File: config.mk
export PLATFORM = sky130hd
export DESIGN_NAME = config_session_status_command
export DESIGN_NICKNAME = d
export VERILOG_FILES = /design/src/design/cfg_status_pkg.sv /design/src/design/reload_if.sv /design/src/design/reload_seq.sv /design/src/design/config_session_status_command.sv
export VERILOG_INCLUDE_DIRS = /design/src /design/src/design
export SDC_FILE = /design/constraint.sdc
export NUM_CORES = 1
export LEC_CHECK = 0
export BUFFER_PORTS_ARGS = -buffer_cell sky130_fd_sc_hd__buf_4
export CAP_MARGIN = 0
export CORE_MARGIN = 5
export CORE_UTILIZATION = 41
export DETAILED_ROUTE_END_ITERATION = 8
export PLACE_DENSITY_LB_ADDON = 0.2
export SLEW_MARGIN = 20
export SYNTH_ARGS = -nofsm -noshare
export SYNTH_HDL_FRONTEND = slang
export SYNTH_HIERARCHICAL = 1
export SYNTH_SLANG_ARGS = --single-unit
export TNS_END_PERCENT = 30
File: constraint.sdc
create_clock -name clk_sys -period 1.2 [get_ports clk_sys]
set_input_delay 0.06 -clock clk_sys [delete_from_list [all_inputs] [get_ports clk_sys]]
set_output_delay 0.06 -clock clk_sys [all_outputs]
set_load 0.01 [all_outputs]
File: src/design/cfg_status_regs.svh
// register offsets, field positions and reset values for the status and command register
`ifndef CFG_STATUS_REGS_SVH
`define CFG_STATUS_REGS_SVH

`define DEV_STAT_CMD_OFFSET 8'hF8
`define DEV_STAT_CMD_RESET 8'h00
`define BIT_CFG_ACTIVE 0
`define BIT_IF_RESET 1
`define RSVD_MASK 8'hFC
`define RELOAD_CYCLES 4'h4

`endif

File: src/design/cfg_status_pkg.sv
// types shared by the status and command register files
package cfg_status_pkg;
    typedef enum logic [1:0] {
        ST_IDLE,
        ST_RELOAD,
        ST_DONE
    } reload_state_t;
endpackage

File: src/design/reload_if.sv
// handshake between the register bank and the reload sequencer
`timescale 1ns/1ps
`default_nettype none
interface reload_if;
    logic start; // one-cycle request to reload
    logic busy; // reload in progress
    logic load; // pulse: registers take reset values
    modport bank (output start, input busy, input load);
    modport seq (input start, output busy, output load);
endinterface
`default_nettype wire

File: src/design/reload_seq.sv
// sequencer that runs the register reload after an interface reset command
`timescale 1ns/1ps
`default_nettype none
`include "cfg_status_regs.svh"
module reload_seq (
    // clock and reset
    input wire logic clk_sys,
    input wire logic rst_n,
    // handshake
    reload_if.seq rl
);
    // ****************************************
    // reload state machine
    // ****************************************
    cfg_status_pkg::reload_state_t state_r; // current state
    cfg_status_pkg::reload_state_t state_nxt; // next state
    logic [3:0] cnt_r; // reload cycle counter
    logic [3:0] cnt_nxt;

    // next state and count
    always_comb begin
        state_nxt = state_r;
        cnt_nxt = cnt_r;
        case (state_r)
            cfg_status_pkg::ST_IDLE: begin
                if (rl.start) begin
                    state_nxt = cfg_status_pkg::ST_RELOAD;
                    cnt_nxt = `RELOAD_CYCLES;
                end
            end
            cfg_status_pkg::ST_RELOAD: begin
                cnt_nxt = cnt_r - 4'h1;
                if (cnt_r == 4'h1) begin
                    state_nxt = cfg_status_pkg::ST_DONE;
                end
            end
            cfg_status_pkg::ST_DONE: begin
                state_nxt = cfg_status_pkg::ST_IDLE;
            end
            default: begin
                state_nxt = cfg_status_pkg::ST_IDLE;
            end
        endcase
    end

    // state registers
    always_ff @(posedge clk_sys or negedge rst_n) begin
        if (!rst_n) begin
            state_r <= cfg_status_pkg::ST_IDLE;
            cnt_r <= 4'h0;
        end else begin
            state_r <= state_nxt;
            cnt_r <= cnt_nxt;
        end
    end

    // busy spans reload and done; load fires in the done cycle
    assign rl.busy = (state_r != cfg_status_pkg::ST_IDLE);
    assign rl.load = (state_r == cfg_status_pkg::ST_DONE);
endmodule
`default_nettype wire

File: src/design/config_session_status_command.sv
// status and command register for the configuration session
//
// Functional notes
// reserved bits 7:2 read zero, unwritable
// writing one to reset reloads all registers
// reset bit reads one until reload completes
// writing zero to reset bit does nothing
// session bit sets on entering serial config
// upstream connect held off while session active
// host clears session bit to allow connect
// write one clears session bit; zero ignored
//
// the connect output is registered from the next flag value, so it moves
// on the same edge as the session flag
// a reset command written while a reload runs is dropped, not queued
// the reload returns the session flag to its reset value, even when
// serial configuration entry is signalled in that same cycle
`timescale 1ns/1ps
`default_nettype none
`include "cfg_status_regs.svh"
module config_session_status_command (
    // clock and reset
    input wire logic clk_sys,
    input wire logic rst_n,
    // register access from the serial management slave
    input wire logic reg_wr,
    input wire logic reg_rd,
    input wire logic [7:0] reg_addr,
    input wire logic [7:0] reg_wdata,
    output logic [7:0] reg_rdata,
    // configuration mode entry
    input wire logic serial_cfg_enter,
    // status to the rest of the device
    output logic upstream_connect_allow,
    output logic regs_reload
);
    // ****************************************
    // decode
    // ****************************************
    logic config_session_active_r; // session flag
    logic interface_reset_cmd_r; // reset command flag
    logic sel; // address hits the register
    logic wr_hit; // write to the register
    logic start_reset; // new reset requested
    logic clr_session; // write one to session bit
    logic session_nxt;
    logic rst_cmd_nxt;
    logic [7:0] reg_val; // assembled read value
    reload_if rl (); // bank to sequencer handshake
    // reset image of the register, source of the session flag's reload value
    localparam logic [7:0] reg_reset_val = `DEV_STAT_CMD_RESET;

    // ****************************************
    // write decode
    // ****************************************
    // a write to this register carrying a one at one bit position
    function automatic logic wrote_one(input logic hit, input logic [7:0] data, input int pos);
        return hit && data[pos];
    endfunction

    // address match, shared by the read and write paths
    assign sel = (reg_addr == `DEV_STAT_CMD_OFFSET);
    // write strobe qualified by the address
    assign wr_hit = reg_wr && sel;
    // a one starts a reload only from idle; a repeat while busy is dropped
    assign start_reset = wrote_one(wr_hit, reg_wdata, `BIT_IF_RESET) && !interface_reset_cmd_r;
    // a one ends the session; a zero leaves it
    assign clr_session = wrote_one(wr_hit, reg_wdata, `BIT_CFG_ACTIVE);
    assign rl.start = start_reset;
    // reserved bits forced to zero
    assign reg_val = {6'h00, interface_reset_cmd_r, config_session_active_r} & ~`RSVD_MASK;

    // reload sequencer
    reload_seq i_reload_seq (
        .clk_sys(clk_sys),
        .rst_n(rst_n),
        .rl(rl)
    );

    // ****************************************
    // flag next values
    // ****************************************
    // entry sets win over clear; reload returns reset value
    assign session_nxt = rl.load ? reg_reset_val[`BIT_CFG_ACTIVE] :
                         serial_cfg_enter ? 1'b1 :
                         clr_session ? 1'b0 : config_session_active_r;
    // reset bit holds until the reload is done
    assign rst_cmd_nxt = start_reset ? 1'b1 :
                         rl.load ? 1'b0 : interface_reset_cmd_r;

    // flag registers
    always_ff @(posedge clk_sys or negedge rst_n) begin
        if (!rst_n) begin
            config_session_active_r <= 1'b0;
            interface_reset_cmd_r <= 1'b0;
        end else begin
            config_session_active_r <= session_nxt;
            interface_reset_cmd_r <= rst_cmd_nxt;
        end
    end

    // ****************************************
    // outputs
    // ****************************************
    // registered read data and status
    always_ff @(posedge clk_sys or negedge rst_n) begin
        if (!rst_n) begin
            reg_rdata <= 8'h00;
            upstream_connect_allow <= 1'b0;
            regs_reload <= 1'b0;
        end else begin
            reg_rdata <= (reg_rd && sel) ? reg_val : 8'h00;
            upstream_connect_allow <= !session_nxt;
            regs_reload <= rl.load;
        end
    end

    // ****************************************
    // assertions
    // ****************************************
    // read data never shows the reserved bits
    property p_rsvd_zero;
        @(posedge clk_sys) disable iff (!rst_n) reg_rdata[7:2] == 6'h00;
    endproperty
    a_rsvd_zero: assert property (p_rsvd_zero) else $error("reserved bits nonzero");

    // the internal load lands a fixed time after the command
    property p_reset_reload;
        @(posedge clk_sys) disable iff (!rst_n) start_reset |-> ##5 rl.load;
    endproperty
    a_reset_reload: assert property (p_reset_reload) else $error("reload not done");

    // command bit stays up for the whole reload, then drops
    property p_reset_holds;
        @(posedge clk_sys) disable iff (!rst_n) start_reset |=> interface_reset_cmd_r [*5] ##1 !interface_reset_cmd_r;
    endproperty
    a_reset_holds: assert property (p_reset_holds) else $error("reset bit timing wrong");

    // a zero in the command bit starts nothing
    property p_zero_no_reset;
        @(posedge clk_sys) disable iff (!rst_n)
            (wr_hit && !reg_wdata[`BIT_IF_RESET] && !interface_reset_cmd_r) |=> !interface_reset_cmd_r;
    endproperty
    a_zero_no_reset: assert property (p_zero_no_reset) else $error("zero write started reset");

    // entry into serial configuration raises the session flag
    property p_enter_sets;
        @(posedge clk_sys) disable iff (!rst_n) serial_cfg_enter && !rl.load |=> config_session_active_r;
    endproperty
    a_enter_sets: assert property (p_enter_sets) else $error("session not set");

    // no upstream connect while the session is open
    property p_hold_connect;
        @(posedge clk_sys) disable iff (!rst_n) config_session_active_r |-> !upstream_connect_allow;
    endproperty
    a_hold_connect: assert property (p_hold_connect) else $error("connect while active");

    // a one clears the flag and opens the connect path together
    property p_clear_one;
        @(posedge clk_sys) disable iff (!rst_n)
            clr_session && !serial_cfg_enter |=> !config_session_active_r ##0 upstream_connect_allow;
    endproperty
    a_clear_one: assert property (p_clear_one) else $error("session not cleared");

    // a zero leaves an open session alone
    property p_clear_zero;
        @(posedge clk_sys) disable iff (!rst_n)
            wr_hit && !reg_wdata[`BIT_CFG_ACTIVE] && !rl.load && config_session_active_r |=> config_session_active_r;
    endproperty
    a_clear_zero: assert property (p_clear_zero) else $error("zero write cleared session");

    // sequencer busy and the command bit must agree every cycle
    property p_busy_track;
        @(posedge clk_sys) disable iff (!rst_n) rl.busy == interface_reset_cmd_r;
    endproperty
    a_busy_track: assert property (p_busy_track) else $error("busy and reset bit disagree");

    // the reload strobe to the other registers lasts one cycle
    property p_reload_pulse;
        @(posedge clk_sys) disable iff (!rst_n) regs_reload |=> !regs_reload;
    endproperty
    a_reload_pulse: assert property (p_reload_pulse) else $error("reload strobe too long");

    // the load strobes the others and returns both flags to reset values
    property p_reload_clears;
        @(posedge clk_sys) disable iff (!rst_n)
            rl.load |=> regs_reload && !interface_reset_cmd_r && !config_session_active_r;
    endproperty
    a_reload_clears: assert property (p_reload_clears) else $error("reload left state behind");

    // entry in the same cycle as a clearing write keeps the session open
    property p_set_wins;
        @(posedge clk_sys) disable iff (!rst_n) serial_cfg_enter && clr_session && !rl.load |=> config_session_active_r;
    endproperty
    a_set_wins: assert property (p_set_wins) else $error("clear beat entry");

    // a read returns both flags as they stood when it was taken
    property p_read_value;
        @(posedge clk_sys) disable iff (!rst_n) reg_rd && sel |=>
            reg_rdata[`BIT_IF_RESET] == $past(interface_reset_cmd_r) &&
            reg_rdata[`BIT_CFG_ACTIVE] == $past(config_session_active_r);
    endproperty
    a_read_value: assert property (p_read_value) else $error("read data wrong");

    // reads elsewhere, and idle cycles, return zero
    property p_rdata_idle;
        @(posedge clk_sys) disable iff (!rst_n) !(reg_rd && sel) |=> reg_rdata == 8'h00;
    endproperty
    a_rdata_idle: assert property (p_rdata_idle) else $error("read data not zero");

    // ****************************************
    // covers
    // ****************************************
    c_reset: cover property (@(posedge clk_sys) disable iff (!rst_n) start_reset ##5 rl.load);
    c_session: cover property (@(posedge clk_sys) disable iff (!rst_n) serial_cfg_enter ##[1:20] clr_session);
    c_connect: cover property (@(posedge clk_sys) disable iff (!rst_n) $rose(upstream_connect_allow));
    // entry and clear written in the same cycle
    c_set_wins: cover property (@(posedge clk_sys) disable iff (!rst_n) serial_cfg_enter && clr_session);
    // a second reset command refused while one runs
    c_refused: cover property (@(posedge clk_sys) disable iff (!rst_n)
        wr_hit && reg_wdata[`BIT_IF_RESET] && interface_reset_cmd_r);
endmodule
`default_nettype wire

==> metrics.md <==
| Metric | Value |
|---|---|
| Core Region | `roughly 0.0015 mm2` |
| Drt first pass iters | `4` |
| DR vias | `between 400 and 500` |
| Syn_area_per_cell | `11.22 um2` |
| Die height | `slightly below 50 um` |
| Nets | `about 110` |
| Vias in the first global route | `459` |
| VDD IR max | `0.0007867 V` |
| Post-route ant nets | `0` |
| DR vias/cell | `4.755` |
| Filler cells | `roughly 140` |
| Period utilization | `0.9068` |
| Root Driver | `clkbuf_4` |
| Max Clock Freq | `approximately 920 MHz` |
| IO buf count | `18` |
| Residual DRC count | `0` |
| First-pass GRT wire length | `approximately 1900 um` |
| Ratio of cells with drive above 1 in the final layout | `0.4146` |
| Post-Synthesis Cells | `between 50 and 60` |
| Total Routed Length | `1138 um` |
| Htree depth | `1` |
| Detailed placer's ending HPWL | `approximately 950 um` |
| Crit path capture type | `flop` |
| CTS Buffer Depth | `2` |
| CTS clk-pin slew, worst paths | `roughly 80 ps` |
| Finished Layout Cells | `a little under 100` |
| # clock sinks | `12` |
| Power Total | `around 1200 uW` |
| Crit Path Max Fanout | `2` |
| Final Hold Viols | `0` |
| Max Slew Vio Count | `0` |
| P per Cell Area | `1458 mW/mm2` |
| Syn. warnings | `6` |
| Status | `completed` |
| CTS buffer count | `3` |
| Startpoint Class | `flop` |
| Final worst setup slack | `approximately 110 ps` |
| Worst-skew pair later-pin latency | `~270 ps` |
| Largest net degree at the start of global routing | `13` |
| Final min period | `between 1000 and 1500 ps` |
| Clock Skew | `between 1 and 1.5 ps` |
| Grt ovf | `0` |
| # rows | `14` |
| Pre-CTS WS | `-92.32 ps` |
| GRT Total Usage | `0.1062` |
| Hold Crit Class | `in -> reg` |
| Placed Instances | `slightly above 90` |
| I/O pin cnt | `31` |
| Max Cap Viol | `0` |
| Critical Path AT | `around 1200 ps` |
| P&R area growth vs syn | `35.50%` |
| Post-CTS setup buffers | `0` |
| Crit path kind | `reg -> reg` |
| Leakage power | `around 0.00044 uW` |
| Final setup viols | `0` |
| Fin Hold WS | `around 44 ps` |
| Die area | `~0.0024 mm2` |
| Fin util | `0.5680` |
| ANT cells | `0` |
| Iter 0 DRT Violations | `3` |
| Most frequent cells in the layout | `buf_4 (22), dfrtp_1 (12), conb_1 (6), nand2_1 (5)` |
| Cell area after technology mapping | `roughly 620 um2` |
| Commonest non-fill, non-tap cell in the layout | `buf_4` |
| Initial antenna violation count | `0` |
| Routed len/inst | `approximately 12 um` |
| Initial Utilization | `0.4192` |
| RSZ-0062 raised after global routing | `false` |
| Die width | `roughly 49 um` |
| TritonCTS clock tree | `yes` |
| Worst Path Required | `approximately 1400 ps` |
| RePlAce Congestion | `between 0.7 and 0.8` |
==> metrics by stage <==
step / area [um2] / setup TNS, ps
after floorplan: 635.6 / 0
after global placement: 775.7 / -100.6
after detailed placement: 775.7 / -186.1
after CTS: 832.0 / 0
after global routing: 835.8 / 0
final: 835.8 / 0
==> layout make-up <==
type                    instances  area (um2)  area share
repair buffers                 24       185.2      0.2216
inverters                       3       11.26     0.01347
clock buffers                   4       36.28     0.04341
flip-flops and latches         12       300.3      0.3593
well taps                      16       20.02     0.02395
multi-input cells              39       282.8      0.3383
==> worst paths after layout <==
path,startpoint,to,slack [ps],depth (start not counted)
min in group asynchronous,rst_n,reg_rdata[0]$_DFF_PN0_,160,2
setup reg to reg,i_reload_seq/cnt_r[2]$_DFFE_PN0P_,i_reload_seq/cnt_r[3]$_DFFE_PN0P_,110,3
hold / removal,reg_rd,reg_rdata[0]$_DFF_PN0_,40,2
max in group asynchronous,rst_n,i_reload_seq/cnt_r[1]$_DFFE_PN0P_,890,2
hold reg to reg,i_reload_seq/state_r[0]$_DFFE_PN0P_,regs_reload$_DFF_PN0_,540,1
setup / recovery,i_reload_seq/cnt_r[2]$_DFFE_PN0P_,i_reload_seq/cnt_r[3]$_DFFE_PN0P_,110,3
==> worst max-delay path, cell delays in order, from the launching register on <==
cell      delay (ps)
dfrtp_1          390
or3_4            390
nand3_1          100
o311ai_2          90
==> report_power, final <==
group / internal, uW / switching [uW]
Clock: 184 / 139
Combinational: 183 / 163
Sequential: 479 / 69.4
==> state kept, by name (all words and copies together) (netlist names) <==
| name | count |
|---|---|
| i_reload_seq/state_r | 2 |
| i_reload_seq/cnt_r | 4 |
| regs_reload | 1 |
| reg_rdata | 2 |
| interface_reset_cmd_r | 1 |
| upstream_connect_allow | 1 |
| config_session_active_r | 1 |
==> metal layers <==
layer	part of all wire	GRT usage	vias up
met5	0	0	-
met4	0.033	0.09417	0
met3	0.054	0.01835	4
met2	0.48	0.1478	16
met1	0.43	0.1382	209
li1	-	-	237
==> what timing repair did <==
action,4_1_cts,5_1_grt
resized for setup,0,1
hold endpoints to repair,13,0
endpoints found under the setup margin,0,1
hold buffers,2,0
Power figures use the tool's default switching activity.
